==> config.mk <==
export PLATFORM = sky130hd
export DESIGN_NAME = bcfg_top
export DESIGN_NICKNAME = d
export VERILOG_FILES = /design/src/inc/bcfg_pkg.sv /design/src/core/bcfg_top.sv
export VERILOG_INCLUDE_DIRS = /design/src /design/src/inc
export SDC_FILE = /design/constraint.sdc
export NUM_CORES = 1
export LEC_CHECK = 0
export BUFFER_PORTS_ARGS = -buffer_cell sky130_fd_sc_hd__buf_2
export CAP_MARGIN = 40
export CORE_MARGIN = 4
export CORE_UTILIZATION = 35
export CTS_CLUSTER_SIZE = 10
export DETAILED_ROUTE_END_ITERATION = 10
export GPL_TIMING_DRIVEN = 0
export HOLD_SLACK_MARGIN = 0.15
export SETUP_SLACK_MARGIN = 0.5
export SYNTH_ARGS = -nofsm -noshare
export SYNTH_HDL_FRONTEND = slang
export SYNTH_SLANG_ARGS = --single-unit
==> constraint.sdc <==
create_clock -name mclk -period 4.4 [get_ports mclk]
set_input_delay 0.44 -clock mclk [delete_from_list [all_inputs] [get_ports mclk]]
set_output_delay 0.44 -clock mclk [all_outputs]
set_load 0.005 [all_outputs]
==> src/inc/bcfg_cfg.svh <==
// constants of the low-voltage buck configuration block: offsets, fields, resets, timing
// assumes a 250 MHz control clock and a 32-bit AHB-Lite register bus
//
// Overview of operation
// - one 5-bit code sets run and standby voltage
// - code change while on: discharge, then re-enable
// - power up loads code from stored default
// - code maps to set-point table, 27..31 4.10V
// - run mode defaults autoskip in sequence, else off
// - standby mode defaults autoskip in sequence, else off
// - mode 00 off, 01 pwm, 10 pfm, 11 autoskip
// - mode change sets event; unmasked asserts interrupt low
// - run to standby keeps voltage unless enable changes
// - current limit select picks 2.1/2.6/3.0/4.5 A
// - phase select resets to zero degrees, host writable
// - phase 000..110 is 45..315 degrees, 111 zero
// - stored inductor select drives power stage, 11 reserved
`ifndef BCFG_CFG_SVH
`define BCFG_CFG_SVH

// ========================================
// register byte offsets
`define BCFG_CTRL_OFS 8'h00
`define BCFG_STAT_OFS 8'h04
`define BCFG_ISTAT_OFS 8'h08
`define BCFG_IEN_OFS 8'h0c
`define BCFG_ICLR_OFS 8'h10

// ========================================
// field positions
`define BCFG_VC_LSB 0
`define BCFG_RUNM_LSB 8
`define BCFG_STBM_LSB 10
`define BCFG_ILIM_LSB 12
`define BCFG_PH_LSB 16
`define BCFG_ST_MODE_LSB 8
`define BCFG_ST_STBY_BIT 12
`define BCFG_ST_DISCH_BIT 13
`define BCFG_ST_EN_BIT 14
`define BCFG_ST_IND_LSB 16
`define BCFG_INT_MODE_BIT 0

// ========================================
// reset and default values
`define BCFG_VC_RST 5'h00
`define BCFG_VC_MAX 5'h1b
`define BCFG_MODE_OFF 2'h0
`define BCFG_MODE_PWM 2'h1
`define BCFG_MODE_PFM 2'h2
`define BCFG_MODE_AUTO 2'h3
`define BCFG_ILIM_RST 2'h0
`define BCFG_PHASE_RST 3'h7
`define BCFG_BOOT_LOAD 2'h2

// ========================================
// timing
`define BCFG_CLK_PERIOD_PS 4000
`define BCFG_DISCH_TIME_NS 2000
`define BCFG_DISCH_CYC ((`BCFG_DISCH_TIME_NS * 1000 + `BCFG_CLK_PERIOD_PS - 1) / `BCFG_CLK_PERIOD_PS)

`endif

==> src/inc/bcfg_pkg.sv <==
// types of the low-voltage buck configuration block
// assumes nothing beyond the constants header
package bcfg_pkg;

	typedef enum logic [2:0] {
		S_IDLE = 3'b001,
		S_RUN = 3'b010,
		S_DISCH = 3'b100
	} bcfg_state_t;

	typedef struct packed {
		logic [2:0] phase;
		logic [1:0] ilim;
		logic [1:0] stby_mode;
		logic [1:0] run_mode;
		logic [4:0] vcode;
	} bcfg_ctrl_t;

	typedef struct packed {
		logic enable;
		logic discharge;
		logic pwm;
		logic pfm;
		logic autoskip;
		logic [4:0] code;
		logic [1:0] ilim;
		logic [2:0] phase;
		logic [1:0] inductor;
	} bcfg_stage_t;

endpackage

==> src/core/bcfg_top.sv <==
// configuration and sequencing logic of the low-voltage buck regulator
// assumes an AHB-Lite master on mclk; straps and standby request are asynchronous pins
`timescale 1ns/1ps
`include "bcfg_cfg.svh"

module bcfg_top
	import bcfg_pkg::*;
(
	input wire logic mclk,
	input wire logic nrst,
	input wire logic hsel,
	input wire logic [31:0] haddr,
	input wire logic [1:0] htrans,
	input wire logic hwrite,
	input wire logic [2:0] hsize,
	input wire logic [31:0] hwdata,
	input wire logic hready,
	output logic hreadyout,
	output logic hresp,
	output logic [31:0] hrdata,
	input wire logic powerup_seq_member,
	input wire logic [4:0] stored_voltage_default,
	input wire logic [1:0] inductor_select_otp,
	input wire logic standby_req,
	output bcfg_stage_t stage,
	output logic [12:0] setpoint_mv,
	output logic [12:0] current_limit_ma,
	output logic [8:0] phase_deg,
	output logic [10:0] inductor_nh,
	output logic inductor_reserved,
	output logic interrupt_out_n
);

	// ========================================
	// pin synchronisers
	logic [8:0] sync1;
	logic [8:0] sync2;
	logic [1:0] boot;
	logic load;
	logic stby_s;
	logic seq_s;
	logic [4:0] otp_code_s;
	logic [1:0] otp_ind_s;

	always_ff @(posedge mclk or negedge nrst) begin
		if (!nrst) begin
			sync1 <= 9'h000;
			sync2 <= 9'h000;
		end else begin
			sync1 <= {standby_req, powerup_seq_member, stored_voltage_default, inductor_select_otp};
			sync2 <= sync1;
		end
	end

	assign stby_s = sync2[8];
	assign seq_s = sync2[7];
	assign otp_code_s = sync2[6:2];
	assign otp_ind_s = sync2[1:0];

	// defaults are taken once the synchronisers hold the straps
	always_ff @(posedge mclk or negedge nrst) begin
		if (!nrst) begin
			boot <= 2'h0;
		end else if (boot != 2'h3) begin
			boot <= boot + 2'h1;
		end
	end

	assign load = (boot == `BCFG_BOOT_LOAD);

	// ========================================
	// AHB-Lite slave
	logic wr_pend;
	logic rd_pend;
	logic [7:0] addr_q;
	logic accept;
	logic wr_ctrl;
	logic wr_ien;
	logic wr_iclr;

	assign accept = hsel & htrans[1] & hready;
	assign hreadyout = 1'b1;
	assign hresp = 1'b0;

	always_ff @(posedge mclk or negedge nrst) begin
		if (!nrst) begin
			wr_pend <= 1'b0;
			rd_pend <= 1'b0;
			addr_q <= 8'h00;
		end else begin
			wr_pend <= accept & hwrite;
			rd_pend <= accept & ~hwrite;
			if (accept) begin
				addr_q <= {haddr[7:2], 2'h0};
			end
		end
	end

	assign wr_ctrl = wr_pend & (addr_q == `BCFG_CTRL_OFS);
	assign wr_ien = wr_pend & (addr_q == `BCFG_IEN_OFS);
	assign wr_iclr = wr_pend & (addr_q == `BCFG_ICLR_OFS);

	// ========================================
	// configuration register
	bcfg_ctrl_t ctrl;
	bcfg_ctrl_t next_ctrl;
	logic [1:0] inductor;
	logic [1:0] dflt_mode;

	assign dflt_mode = seq_s ? `BCFG_MODE_AUTO : `BCFG_MODE_OFF;
	assign next_ctrl = '{phase: hwdata[`BCFG_PH_LSB +: 3], ilim: hwdata[`BCFG_ILIM_LSB +: 2],
		stby_mode: hwdata[`BCFG_STBM_LSB +: 2], run_mode: hwdata[`BCFG_RUNM_LSB +: 2],
		vcode: hwdata[`BCFG_VC_LSB +: 5]};

	always_ff @(posedge mclk or negedge nrst) begin
		if (!nrst) begin
			ctrl <= '{phase: `BCFG_PHASE_RST, ilim: `BCFG_ILIM_RST, stby_mode: `BCFG_MODE_OFF,
				run_mode: `BCFG_MODE_OFF, vcode: `BCFG_VC_RST};
			inductor <= 2'h0;
		end else if (load) begin
			ctrl.vcode <= otp_code_s;
			ctrl.run_mode <= dflt_mode;
			ctrl.stby_mode <= dflt_mode;
			inductor <= otp_ind_s;
		end else if (wr_ctrl) begin
			ctrl <= next_ctrl;
		end
	end

	// ========================================
	// mode selection and discharge sequencer
	bcfg_state_t st;
	logic [9:0] dcnt;
	logic [4:0] applied;
	logic [1:0] sel_mode;
	logic [1:0] mode_q;
	logic want_on;
	logic code_diff;
	logic disch_end;
	logic mode_evt;

	// one mode field per state; the code is common to both
	assign sel_mode = stby_s ? ctrl.stby_mode : ctrl.run_mode;
	assign want_on = (sel_mode != `BCFG_MODE_OFF);
	assign code_diff = (ctrl.vcode != applied);
	assign disch_end = (dcnt == 10'(`BCFG_DISCH_CYC - 1));

	always_ff @(posedge mclk or negedge nrst) begin
		if (!nrst) begin
			st <= S_IDLE;
			dcnt <= 10'h000;
			applied <= `BCFG_VC_RST;
		end else begin
			case (st)
				S_IDLE: begin
					applied <= ctrl.vcode;
					if (want_on) begin
						st <= S_RUN;
					end
				end
				S_RUN: begin
					dcnt <= 10'h000;
					if (!want_on) begin
						st <= S_IDLE;
					end else if (code_diff) begin
						st <= S_DISCH;
					end
				end
				S_DISCH: begin
					dcnt <= dcnt + 10'h001;
					if (disch_end) begin
						applied <= ctrl.vcode;
						st <= S_RUN;
					end
				end
				default: begin
					st <= S_IDLE;
				end
			endcase
		end
	end

	always_ff @(posedge mclk or negedge nrst) begin
		if (!nrst) begin
			mode_q <= `BCFG_MODE_OFF;
		end else begin
			mode_q <= sel_mode;
		end
	end

	assign mode_evt = (sel_mode != mode_q);

	// ========================================
	// power stage controls
	logic run_en;

	assign run_en = (st == S_RUN);

	always_ff @(posedge mclk or negedge nrst) begin
		if (!nrst) begin
			stage <= '0;
		end else begin
			stage.enable <= run_en & want_on;
			stage.discharge <= (st == S_DISCH);
			stage.pwm <= run_en & (sel_mode == `BCFG_MODE_PWM);
			stage.pfm <= run_en & (sel_mode == `BCFG_MODE_PFM);
			stage.autoskip <= run_en & (sel_mode == `BCFG_MODE_AUTO);
			stage.code <= applied;
			stage.ilim <= ctrl.ilim;
			stage.phase <= ctrl.phase;
			stage.inductor <= inductor;
		end
	end

	// ========================================
	// decoded figures for the analog trims
	localparam logic [12:0] VTAB [0:27] = '{
		13'h3e8, 13'h44c, 13'h4b0, 13'h4e2, 13'h514, 13'h546, 13'h5dc, 13'h640,
		13'h708, 13'h73a, 13'h7d0, 13'h834, 13'h866, 13'h8ca, 13'h8fc, 13'h960,
		13'h9c4, 13'haf0, 13'hc4e, 13'hc80, 13'hcb2, 13'hce4, 13'hd16, 13'hd48,
		13'hdac, 13'hed8, 13'hfa0, 13'h1004};
	localparam logic [12:0] ITAB [0:3] = '{13'h834, 13'ha28, 13'hbb8, 13'h1194};
	localparam logic [10:0] LTAB [0:3] = '{11'h3e8, 11'h1d6, 11'h5dc, 11'h000};

	logic [4:0] vidx;
	logic [8:0] next_phase_deg;

	assign vidx = (stage.code > `BCFG_VC_MAX) ? `BCFG_VC_MAX : stage.code;
	assign next_phase_deg = (ctrl.phase == 3'h7) ? 9'h000 : 9'({ctrl.phase, 3'h0} + {3'h0, ctrl.phase}) * 9'h005
		+ 9'h02d;

	always_ff @(posedge mclk or negedge nrst) begin
		if (!nrst) begin
			setpoint_mv <= 13'h000;
			current_limit_ma <= 13'h000;
			phase_deg <= 9'h000;
			inductor_nh <= 11'h000;
			inductor_reserved <= 1'b0;
		end else begin
			setpoint_mv <= VTAB[vidx];
			current_limit_ma <= ITAB[ctrl.ilim];
			phase_deg <= next_phase_deg;
			inductor_nh <= LTAB[inductor];
			inductor_reserved <= (inductor == 2'h3);
		end
	end

	// ========================================
	// interrupt status, enable and clear
	logic [7:0] int_stat;
	logic [7:0] int_en;
	logic [7:0] clr_mask;

	assign clr_mask = wr_iclr ? hwdata[7:0] : 8'h00;

	always_ff @(posedge mclk or negedge nrst) begin
		if (!nrst) begin
			int_stat <= 8'h00;
			int_en <= 8'h00;
		end else begin
			int_stat <= (int_stat & ~clr_mask) | {7'h00, mode_evt};
			if (wr_ien) begin
				int_en <= hwdata[7:0];
			end
		end
	end

	assign interrupt_out_n = ~|(int_stat & int_en);

	// ========================================
	// read mux
	logic [31:0] stat_word;
	logic [31:0] ctrl_word;

	assign ctrl_word = {13'h0000, ctrl.phase, 2'h0, ctrl.ilim, ctrl.stby_mode, ctrl.run_mode, 3'h0, ctrl.vcode};
	assign stat_word = {14'h0000, inductor, 1'b0, stage.enable, stage.discharge, stby_s, 2'h0, sel_mode,
		3'h0, applied};
	assign hrdata = !rd_pend ? 32'h00000000 :
		(addr_q == `BCFG_CTRL_OFS) ? ctrl_word :
		(addr_q == `BCFG_STAT_OFS) ? stat_word :
		(addr_q == `BCFG_ISTAT_OFS) ? {24'h000000, int_stat} :
		(addr_q == `BCFG_IEN_OFS) ? {24'h000000, int_en} : 32'h00000000;

	// ========================================
	// assertions
	vtab_top_a: assert property (@(posedge mclk) disable iff (!nrst)
		stage.code >= `BCFG_VC_MAX |=> setpoint_mv == 13'h1004)
		else $error("set point not 4.10 V at top codes");

	disch_first_a: assert property (@(posedge mclk) disable iff (!nrst)
		st == S_RUN && want_on && code_diff |=> st == S_DISCH ##1 stage.discharge && !stage.enable)
		else $error("code change did not start discharge");

	disch_apply_a: assert property (@(posedge mclk) disable iff (!nrst)
		$fell(st == S_DISCH) |-> applied == $past(ctrl.vcode) && st == S_RUN)
		else $error("new code not applied after discharge");

	applied_hold_a: assert property (@(posedge mclk) disable iff (!nrst)
		st == S_RUN |=> $stable(applied))
		else $error("voltage changed while regulating");

	boot_load_a: assert property (@(posedge mclk) disable iff (!nrst)
		load |=> ctrl.vcode == $past(otp_code_s) && inductor == $past(otp_ind_s))
		else $error("stored defaults not loaded");

	mode_dflt_a: assert property (@(posedge mclk) disable iff (!nrst)
		load |=> ctrl.run_mode == ($past(seq_s) ? 2'h3 : 2'h0) && ctrl.stby_mode == ctrl.run_mode)
		else $error("mode defaults wrong");

	stby_dflt_a: assert property (@(posedge mclk) disable iff (!nrst)
		load && !seq_s |=> ctrl.stby_mode == 2'h0)
		else $error("standby default wrong");

	mode_dec_a: assert property (@(posedge mclk) disable iff (!nrst)
		st == S_RUN && sel_mode == 2'h2 |=> stage.pfm && !stage.pwm && !stage.autoskip)
		else $error("mode decode wrong");

	evt_set_a: assert property (@(posedge mclk) disable iff (!nrst)
		mode_evt |=> int_stat[0] ##0 (interrupt_out_n == !int_en[0]))
		else $error("mode change event lost");

	evt_sticky_a: assert property (@(posedge mclk) disable iff (!nrst)
		int_stat[0] && !(wr_iclr && hwdata[0]) |=> int_stat[0])
		else $error("event flag dropped without clear");

	stby_keep_a: assert property (@(posedge mclk) disable iff (!nrst)
		st == S_RUN && want_on && !code_diff && $changed(stby_s) |=> st == S_RUN)
		else $error("standby toggle disturbed output");

	ilim_map_a: assert property (@(posedge mclk) disable iff (!nrst)
		ctrl.ilim == 2'h3 && $stable(ctrl.ilim) |=> current_limit_ma == 13'h1194)
		else $error("current limit decode wrong");

	phase_map_a: assert property (@(posedge mclk) disable iff (!nrst)
		ctrl.phase == 3'h3 |=> phase_deg == 9'h0b4)
		else $error("phase decode wrong");

	phase_rst_a: assert property (@(posedge mclk) disable iff (!nrst)
		load |-> ctrl.phase == 3'h7)
		else $error("phase not zero after power up");

	ind_res_a: assert property (@(posedge mclk) disable iff (!nrst)
		inductor == 2'h3 |=> inductor_reserved)
		else $error("reserved inductor not flagged");

	cov_disch_c: cover property (@(posedge mclk) disable iff (!nrst) $fell(st == S_DISCH));
	cov_irq_c: cover property (@(posedge mclk) disable iff (!nrst) $fell(interrupt_out_n));
	cov_stby_c: cover property (@(posedge mclk) disable iff (!nrst) st == S_RUN && $rose(stby_s));

endmodule

-- Yosys cells after proc, flatten, opt, wreduce, memory -nomap -nowiden
Memory sizes are Yosys's and may differ from the RTL's. A register that Yosys moved wholly into a read port is not among the register bits.
Cells that the tools add are included.
- register bits: 131
- bits in read-only memories: 416
- bits of input ports: 83
- output and inout bits: 99
- logic and storage cells: 117
- memories: 1
- $add $sub $neg: 4
- multipliers: 1
- magnitude comparators: 3
- equality and inequality tests: 20
- multiplexer cells: 26
- bitwise logic cells: 20
- reduce and logical (&&, ||, !) cells: 11
- memories (name ; depth ; bits a word ; rd ports ; clocked after Yosys merged registers in ; write ports ; line ; RTL):
    (no name shown) ; 32 ; 13 ; 1 ; 1 ; 0 ; bcfg_top.sv:240 ; setpoint_mv <= VTAB[vidx];
- operators with widths (cell ; number):
    2-to-1 mux 19 bit ; 2
    2-to-1 mux 9 bit ; 3
    binary-select mux 13 bit (select 2 bit) ; 1
    2-to-1 mux 13 bit ; 2
    2-to-1 mux 8 bit ; 3
    binary-select mux 11 bit (select 2 bit) ; 1
    2-to-1 mux 11 bit ; 2
    one-hot mux 10 bit (2 select lines) ; 1
    2-to-1 mux 18 bit ; 1
    AND 8 bit ; 2
    == test 6 x 2 -> 1 bit (second input constant) ; 2
    2-to-1 mux 3 bit ; 4
    AND 1 bit ; 11
    adder 10 x 1 -> 10 bit (second input constant) ; 1
    == test 10 x 9 -> 1 bit (second input constant) ; 1
    2-to-1 mux 5 bit ; 2
    one-hot mux 5 bit (2 select lines) ; 1
    adder 9 x 6 -> 9 bit (second input constant) ; 1
    multiplier 7 x 3 -> 9 bit (second input constant) ; 1
    one-hot mux 3 bit (3 select lines) ; 1
    == test 2 bit (second input constant) ; 4
    logical NOT 8 bit ; 1
    NOT 8 bit ; 1
    bitwise OR 8 x 1 -> 8 bit ; 1
    other kinds (23) ; 35

-- Depth between registers and ports, before layout
Gate-level depths: netlist of the first run.
- word-level depth: 6
- depth in mapped cells: 10
- depth with buffers taken out: 8

-- Least setup slack after synthesis of the first run
No wires, ideal clock.
- kind: flip-flop to flip-flop
- start: register stage[10] (netlist name)
- end: register setpoint_mv[2]
- library setup time: 0.124 ns
- data arrival time: 2.214 ns
- data required time: 4.276 ns
- path slack: 2.062 ns
- cell stages (with the launch flop): 9
- path buffers: 3
- period minus slack after synthesis: 2.338 ns
- cells stage by stage: dfrtp_1 -> clkbuf_1 -> clkbuf_1 -> clkbuf_1 -> a31oi_1 -> inv_1 -> ha_1 -> a32o_1 -> o31a_1
- cells in the longest elaborated chain, start to end: 3
- RTL lines (item ; line ; RTL):
    start, declared ; bcfg_top.sv:25 ; output bcfg_stage_t stage,
    greater-than comparator 5 bit (no line) ; n/a ;
    2-to-1 mux 5 bit * ; bcfg_top.sv:228 ; assign vidx = (stage.code > `BCFG_VC_MAX) ? `BCFG_VC_MAX : stage.code;
    NOT 5 -> 6 bit (not written as such) * ; bcfg_top.sv:240 ;
    end, declared ; bcfg_top.sv:26 ; output logic [12:0] setpoint_mv,
Mark *: on every way between the ends. The rest lies on a longest branch, timed or not.
A chain may end at the register's enable or synchronous reset.

-- Final worst setup path of the first run
Same ends and word-level chain as after synthesis.

==> results.py, run 1 <==
metrics = {
    "run_status": {
        "status": "complete, no violations",
    },
    "synth": {
        "ys_async_sr_fraction_pct": 100,
        "ys_seq_elements": 130,
        "avgSynthCellArea_sq_um": 11.4,
        "synth_largest_area_cell": "dfrtp_1",
        "synthTopCellsByCount": "dfrtp_1 (126), nor2_1 (41), o21ai_0 (35)",
        "synth_area_sq_um": 6250,
        "synth.distinct_cells": 65,
        "seq_area_frac_synth_pct": 52.2,
        "synth_edf_count": 0,
        "synth.top_cell.area_share_pct": 50.5,
        "yosysMostFrequentCell": "dfrtp_1",
        "ys_warn_count": 0,
        "synth_area_leaders": "dfrtp_1 (50%), ha_1 (6.4%), mux2i_1 (4.6%), mux2_2 (3.8%), buf_4 (3.6%)",
        "synth_flop_cell": "dfrtp_1",
        "syn_inst": 550,
    },
    "grt": {
        "grt_max_degree": 81,
        "grt_pass1_wl_microns": 23900,
        "grt_antenna_before_repair": 0,
        "grt_pass1_vias": 4722,
        "overflow": 0,
        "grtUsageTotal_pct": 14.9,
    },
    "timing": {
        "rsz0062_at_grt": "no",
        "slew_viol_final": 0,
        "layout_setup_ws_ns": 1.40,
        "setup_viol": 0,
        "fin_crit_sh_pct": 68.1,
        "holdWs_ns": 0.187,
        "skew_ns": 0.00653,
        "hold_viol": 0,
        "tns_ns": 0,
        "relSlewSlack_pct": 51.6,
        "worst_slew_pin_slew_ns": 0.727,
        "max_freq_mhz": 334,
        "min_period_ns": 3.00,
    },
    "cells_and_area": {
        "nFillCells": 1684,
        "fin_nets": 830,
        "ff_latch_area_sq_um": 3260,
        "antenna_cells": 0,
        "multi_input_area_sq_um": 2660,
        "area_delta_synth_final_pct": 26.6,
        "drive_gt1_share_pct": 30.9,
    },
    "clocking": {
        "cts.sinks": 130,
        "htree_levels": 4,
        "cts_buffer_depth": 2,
        "postCtsSetupBuffers": 0,
        "numCtsBuffers": 17,
        "cts_root_buf": "clkbuf_16",
        "path_clk_slew_ns": 0.06,
        "clock_latency_ns": 0.42,
        "cts_resized": 0,
        "cts_tree": "built",
    },
    "worst_setup_path": {
        "path_buf_inv": 3,
        "cp_top_family": "buffers and inverters",
        "slowest_stage": "o311ai_0",
        "path_cells": "clkbuf_1 -> clkbuf_1 -> clkbuf_1 -> a31oi_1 -> ha_1 -> o311ai_0 -> o31a_1",
        "startpoint_type": "register",
        "max_stage_delay_ns": 0.48,
        "cp.required_ns": 4.75,
        "crit_arrival_ns": 3.35,
        "path_class": "reg2reg",
        "crit_path_frequent_cell": "clkbuf_1",
        "cp_max_fo": 10,
        "endpoint_kind": "register",
    },
    "pwr": {
        "netSwitchingPower_uw": 1470,
        "p_total_uw": 4450,
        "pwr-share-seq_pct": 36.1,
        "internal_power_uw": 2980,
        "switching_share_pct": 33.1,
        "ir_worst_vdd_v": 0.000291,
        "clock_power_share_pct": 32.2,
        "p_per_area_nw_per_um2": 563,
        "p_leak_uw": 0.00388,
        "combinationalPowerShare_pct": 31.7,
    },
    "placement": {
        "place_ws_ns": 1.45,
        "gp_congestion": 0.849,
        "place_hpwl_microns": 10800,
        "io_buffers": 114,
    },
    "die": {
        "die_h_microns": 142,
        "start_util_pct": 35.9,
        "ios": 182,
        "die_area_sq_um": 20000,
        "die_x_microns": 142,
        "coreArea_sq_um": 17400,
        "rows": 48,
    },
    "job": {
        "maxCapViolCount": 0,
    },
    "detailed_routing": {
        "wire_per_inst_microns": 15.3,
        "vias_per_cell": 4.84,
        "drt_wl_total_microns": 14600,
        "drt_iter0_drc": 300,
        "via_count": 4603,
        "ant_nets": 0,
        "first_pass_iters": 4,
        "drc": 0,
    },
    "worst_hold_path": {
        "hold_path_class": "in2reg",
    },
}
-- layout make-up --
type | count | area share [%]
Sequential cell | 130 | 41.2
Buffer | 51 | 4.00
Timing Repair Buffer | 125 | 8.91
Clock inverter | 12 | 2.01
Multi-Input combinational cell | 368 | 33.6
Tap cell | 225 | 3.56
Clock buffer | 19 | 5.60
Inverter | 21 | 1.09
-- metal layers --
metal | vias to the layer above | part of all wire [%] | GRT usage [%]
met5 | - | 0 | 0
met4 | 0 | 2.1 | 5.45
met3 | 25 | 6.2 | 4.55
met2 | 132 | 49 | 24.8
met1 | 2236 | 42 | 18.5
li1 | 2210 | - | -
-- cell usage in the layout, fill, tap and decap left out, types with 7 or more instances in the layout --
cell / count
nor2b_1: 10
mux2_2: 21
ha_1: 32
conb_1: 22
clkbuf_16: 17
buf_4: 30
a211oi_1: 9
nand2_1: 31
o21ai_0: 35
a21boi_0: 8
xnor2_1: 8
nor3_1: 10
a21oi_1: 13
buf_2: 117
nor2_1: 41
dfrtp_1: 126
clkbuf_1: 15
mux2i_1: 29
inv_1: 20
dlygate4sd3_1: 10
nand3_1: 7
-- kinds of logic (layout without fill, tap and decap cells) --
logic type / Yosys count / count (layout) / synth area share (%)
and+or+nand+nor: 142 / 142 / 12.1
DFF: 130 / 130 / 52.2
AOI/OAI and AO/OA: 102 / 102 / 10.8
buffers and inverters: 72 / 228 / 6.45
muxes: 55 / 55 / 9.64
adders and majority gates: 33 / 33 / 6.73
xor gates and xnor gates: 14 / 14 / 1.96
other: 2 / 22 / 0.120
-- power groups by stage --
stage	Combinational [uW]	Sequential (uW)	Clock, uW
detailed placement	1410	1630	0
floorplan	958	1600	0
CTS	1420	1610	1470
global placement	1380	1620	0
finish	1410	1610	1440
global route	1570	1640	1520
-- worst paths after layout --
kind | startpoint | end | slack [ns] | depth (start not counted)
setup / recovery | stage[10] | setpoint_mv[2] | 1.40 | 7
hold reg to reg | sync1[0] | sync2[0] | 0.35 | 0
setup reg to reg | stage[10] | setpoint_mv[2] | 1.40 | 7
min in group asynchronous | nrst | phase_deg[4] | 0.53 | 2
hold / removal | hwrite | rd_pend | 0.19 | 2
max in group asynchronous | nrst | st[0] | 3.11 | 3
-- registers in the layout, indices dropped and copies added, names as in the netlist, 3 cells and up --
register / cells
setpoint_mv: 12
ctrl: 14
addr_q: 6
applied: 5
st: 3
sync2: 9
phase_deg: 9
stage: 16
sync1: 9
dcnt: 10
int_en: 8
current_limit_ma: 6
int_stat: 8
inductor_nh: 6
-- stage by stage --
| step | cell area [sq um] | std cells | util, % |
|---|---|---|---|
| after global routing | 7910 | 951 | 45.4 |
| after global placement | 7170 | 909 | 41.2 |
| after detailed placement | 7210 | 910 | 41.4 |
| final | 7910 | 951 | 45.4 |
| after CTS | 7910 | 951 | 45.4 |
| after floorplan | 6320 | 570 | - |
-- timing repair --
item	4_1_cts	5_1_grt
endpoints found under the hold margin	56	0
endpoints found under the setup margin	0	0
hold buffers	10	0
No activity file was read; power rests on OpenSTA's default activity.
==> run 2, diff against run 1 <==
ABC_AREA = 1   (was unset)
clock period = 2.9 ns   (was 4.4 ns; I/O delays follow)
==> run 2 against run 1 <==
Register-to-register slack worse by 0.75 ns. Critical path type unchanged. Largest cell class unchanged. Synthesized area is 1.5% higher. Routed wire length is 0.54% lower. Hold slack worse by 0.022 ns. Critical endpoint is now phase_deg[7]. Clock skew is 0.0047 ns higher. Sequential power is 42% higher. Sequential cell count stayed put. Sequential share of layout area is 1.3 points lower. First-iteration DRC count is 29% lower.
==> results.py, run 2 <==
metrics = {
    "cells_and_area": {
        "antenna_cells": 0,
        "fin_nets": 1012,
        "stdcell_area_sq_um": 8160,
        "drive_gt1_share_pct": 23.7,
        "largest_registers": "stage (16), ctrl (14), setpoint_mv (12)",
        "top_register": "stage",
        "largest_register_ffs": 16,
        "layout_commonest_cell": "nand2_1",
        "nFillCells": 1717,
        "most-common-layout-cells": "nand2_1 (162), dfrtp_1 (126), buf_2 (116), inv_1 (92), nor2_1 (64)",
        "area_delta_synth_final_pct": 28.7,
        "post-route-util_pct": 46.5,
    },
    "grt": {
        "grt_antenna_before_repair": 0,
        "grt.busiest_layer": "met2",
        "grt_use_met1_pct": 19.7,
        "grt_pass1_vias": 4872,
        "overflow": 0,
        "grt_pass1_wl_microns": 24500,
        "grt_use_met3_pct": 4.23,
        "grt_max_degree": 72,
        "gr-usage-met2_pct": 24.6,
        "grtUsageTotal_pct": 15.1,
    },
    "placement": {
        "gp_congestion": 0.858,
        "place_hpwl_microns": 10700,
        "placed_area_sq_um": 7300,
        "io_buffers": 114,
    },
    "synth": {
        "synth.distinct_cells": 46,
        "ys_warn_count": 0,
        "synth_edf_count": 0,
        "synth.top_cell.area_share_pct": 49.7,
        "synthTopCellsByCount": "nand2_1 (163), dfrtp_1 (126), inv_1 (92)",
        "synth_area_sq_um": 6340,
        "ys_seq_elements": 130,
        "yosysMostFrequentCell": "nand2_1",
        "seq_area_frac_synth_pct": 51.4,
        "synth_largest_area_cell": "dfrtp_1",
        "synth_area_leaders": "dfrtp_1 (50%), nand2_1 (9.7%), ha_1 (6.3%), inv_1 (5.4%), nor2_1 (3.8%)",
        "syn_inst": 717,
        "avgSynthCellArea_sq_um": 8.84,
        "synth_flop_cell": "dfrtp_1",
        "ys_async_sr_fraction_pct": 100,
    },
    "detailed_routing": {
        "drt_wl_total_microns": 14500,
        "vias_per_cell": 4.45,
        "ant_nets": 0,
        "drt_iter0_drc": 214,
        "drc": 0,
        "wire_per_inst_microns": 12.8,
        "via_count": 5045,
        "first_pass_iters": 4,
    },
    "worst_setup_path": {
        "crit_arrival_ns": 2.58,
        "cp_max_fo": 7,
        "cp.required_ns": 3.24,
        "startpoint_type": "register",
        "endpoint_kind": "register",
        "path_class": "reg2reg",
    },
    "timing": {
        "relSlewSlack_pct": 55.8,
        "max_freq_mhz": 445,
        "holdWs_ns": 0.164,
        "rsz0062_at_grt": "yes",
        "slew_viol_final": 0,
        "fin_crit_sh_pct": 77.4,
        "hold_viol": 0,
        "setup_viol": 0,
        "skew_ns": 0.0113,
        "worst_slew_pin_slew_ns": 0.663,
        "min_period_ns": 2.25,
    },
    "run_status": {
        "status": "complete, no violations",
    },
    "pwr": {
        "clock_power_share_pct": 34.6,
        "p_leak_uw": 0.00433,
        "netSwitchingPower_uw": 2080,
        "ir_worst_vdd_v": 0.000548,
        "combinationalPowerShare_pct": 28.1,
        "p_per_area_nw_per_um2": 751,
        "p_total_uw": 6130,
        "internal_power_uw": 4050,
        "pwr-share-seq_pct": 37.3,
        "switching_share_pct": 34.0,
    },
    "die": {
        "ios": 182,
        "start_util_pct": 36.2,
        "die_x_microns": 143,
        "rows": 48,
        "die_area_sq_um": 20300,
        "die_h_microns": 143,
        "coreArea_sq_um": 17500,
    },
    "clocking": {
        "clock_latency_ns": 0.42,
        "cts_root_buf": "clkbuf_16",
        "postCtsSetupBuffers": 0,
        "cts.sinks": 130,
        "numCtsBuffers": 17,
        "htree_levels": 4,
        "cts_buffer_depth": 2,
        "cts_tree": "built",
        "path_clk_slew_ns": 0.06,
    },
    "job": {
        "maxCapViolCount": 0,
    },
    "worst_hold_path": {
        "hold_path_class": "in2reg",
    },
}
==> run 2: cell types whose count changed in the layout (fill, tap and decap cells not counted), moves of 12 or more <==
| cell | change |
|---|---|
| a21oi_1 | +18 |
| nor2_1 | +23 |
| mux2_2 | -19 |
| inv_1 | +72 |
| nand2_1 | +131 |
| nand3_1 | +30 |
| clkbuf_1 | -12 |
| dlygate4sd3_1 | +15 |
| mux2i_1 | -29 |
==> run 2: power groups by stage <==
stage	clock, uW	combinational, uW	sequential, uW
global placement	0	1690	2310
detailed placement	0	1700	2320
global route	2270	1990	2330
floorplan	0	1140	2300
finish	2120	1720	2290
CTS	2190	1730	2290
==> run 2: kinds of logic (layout without fill, tap and decap cells) <==
logic type	after synthesis	after routing	synth area share [%]
buf+inv	136	308	10.3
flops	130	130	51.4
fa+ha+maj	33	33	6.63
simple gates	299	299	20.5
xor+xnor	8	8	1.11
mux	2	2	0.355
compound gates	107	107	9.55
other cells	2	22	0.118
==> run 2: per-layer routing <==
layer / part of all wire, % / up-vias
met2: 48 / 133
met4: 1.2 / 0
met5: 0 / -
li1: - / 2596
met3: 5.6 / 15
met1: 45 / 2301
==> run 2: layout make-up <==
type | instances | area (sq um) | area share, %
Sequential cell | 130 | 3260 | 39.9
Multi-Input combinational cell | 471 | 2530 | 31.0
Timing Repair Buffer | 140 | 855 | 10.5
Clock buffer | 19 | 433 | 5.31
Inverter | 96 | 362 | 4.43
Buffer | 40 | 293 | 3.59
Tap cell | 225 | 282 | 3.45
Clock inverter | 13 | 151 | 1.86
==> run 2: metrics by stage <==
| step | std cells | setup slack (ns) | setup TNS [ns] |
|---|---|---|---|
| 5_1_grt | 1134 | 0.483 | 0 |
| 2_1_floorplan | 737 | 0.842 | 0 |
| 3_5_place_dp | 1077 | 0.635 | 0 |
| 3_3_place_gp | 1076 | -0.283 | -33.99 |
| 6_report | 1134 | 0.654 | 0 |
| 4_1_cts | 1134 | 0.571 | 0 |
==> run 2: path summary, 6_finish.rpt <==
check	endpoint	cells past startpoint	start	slack (ns)
setup / recovery	phase_deg[7]	10	ctrl[12]	0.65
hold / removal	ctrl[10]	3	hwdata[13]	0.16
setup reg to reg	phase_deg[7]	10	ctrl[12]	0.65
hold reg to reg	sync2[3]	0	sync1[3]	0.34
max in group asynchronous	st[0]	3	nrst	1.69
min in group asynchronous	setpoint_mv[9]	2	nrst	0.46
==> run 2: timing repair <==
item                       in CTS  in global routing
hold buffers                   25                  0
hold endpoints to repair       95                  0
setup endpoints to repair       4                  6
gates resized for setup         2                  3
==> run 2: critical path: stages (launching register included) <==
cell	delay, ns
dfstp_2	0.61
inv_1	0.14
ha_1	0.32
xnor2_1	0.13
ha_1	0.38
a21oi_2	0.17
inv_1	0.05
nand2_1	0.07
nand3_1	0.06
and2_1	0.14
nor2_1	0.10
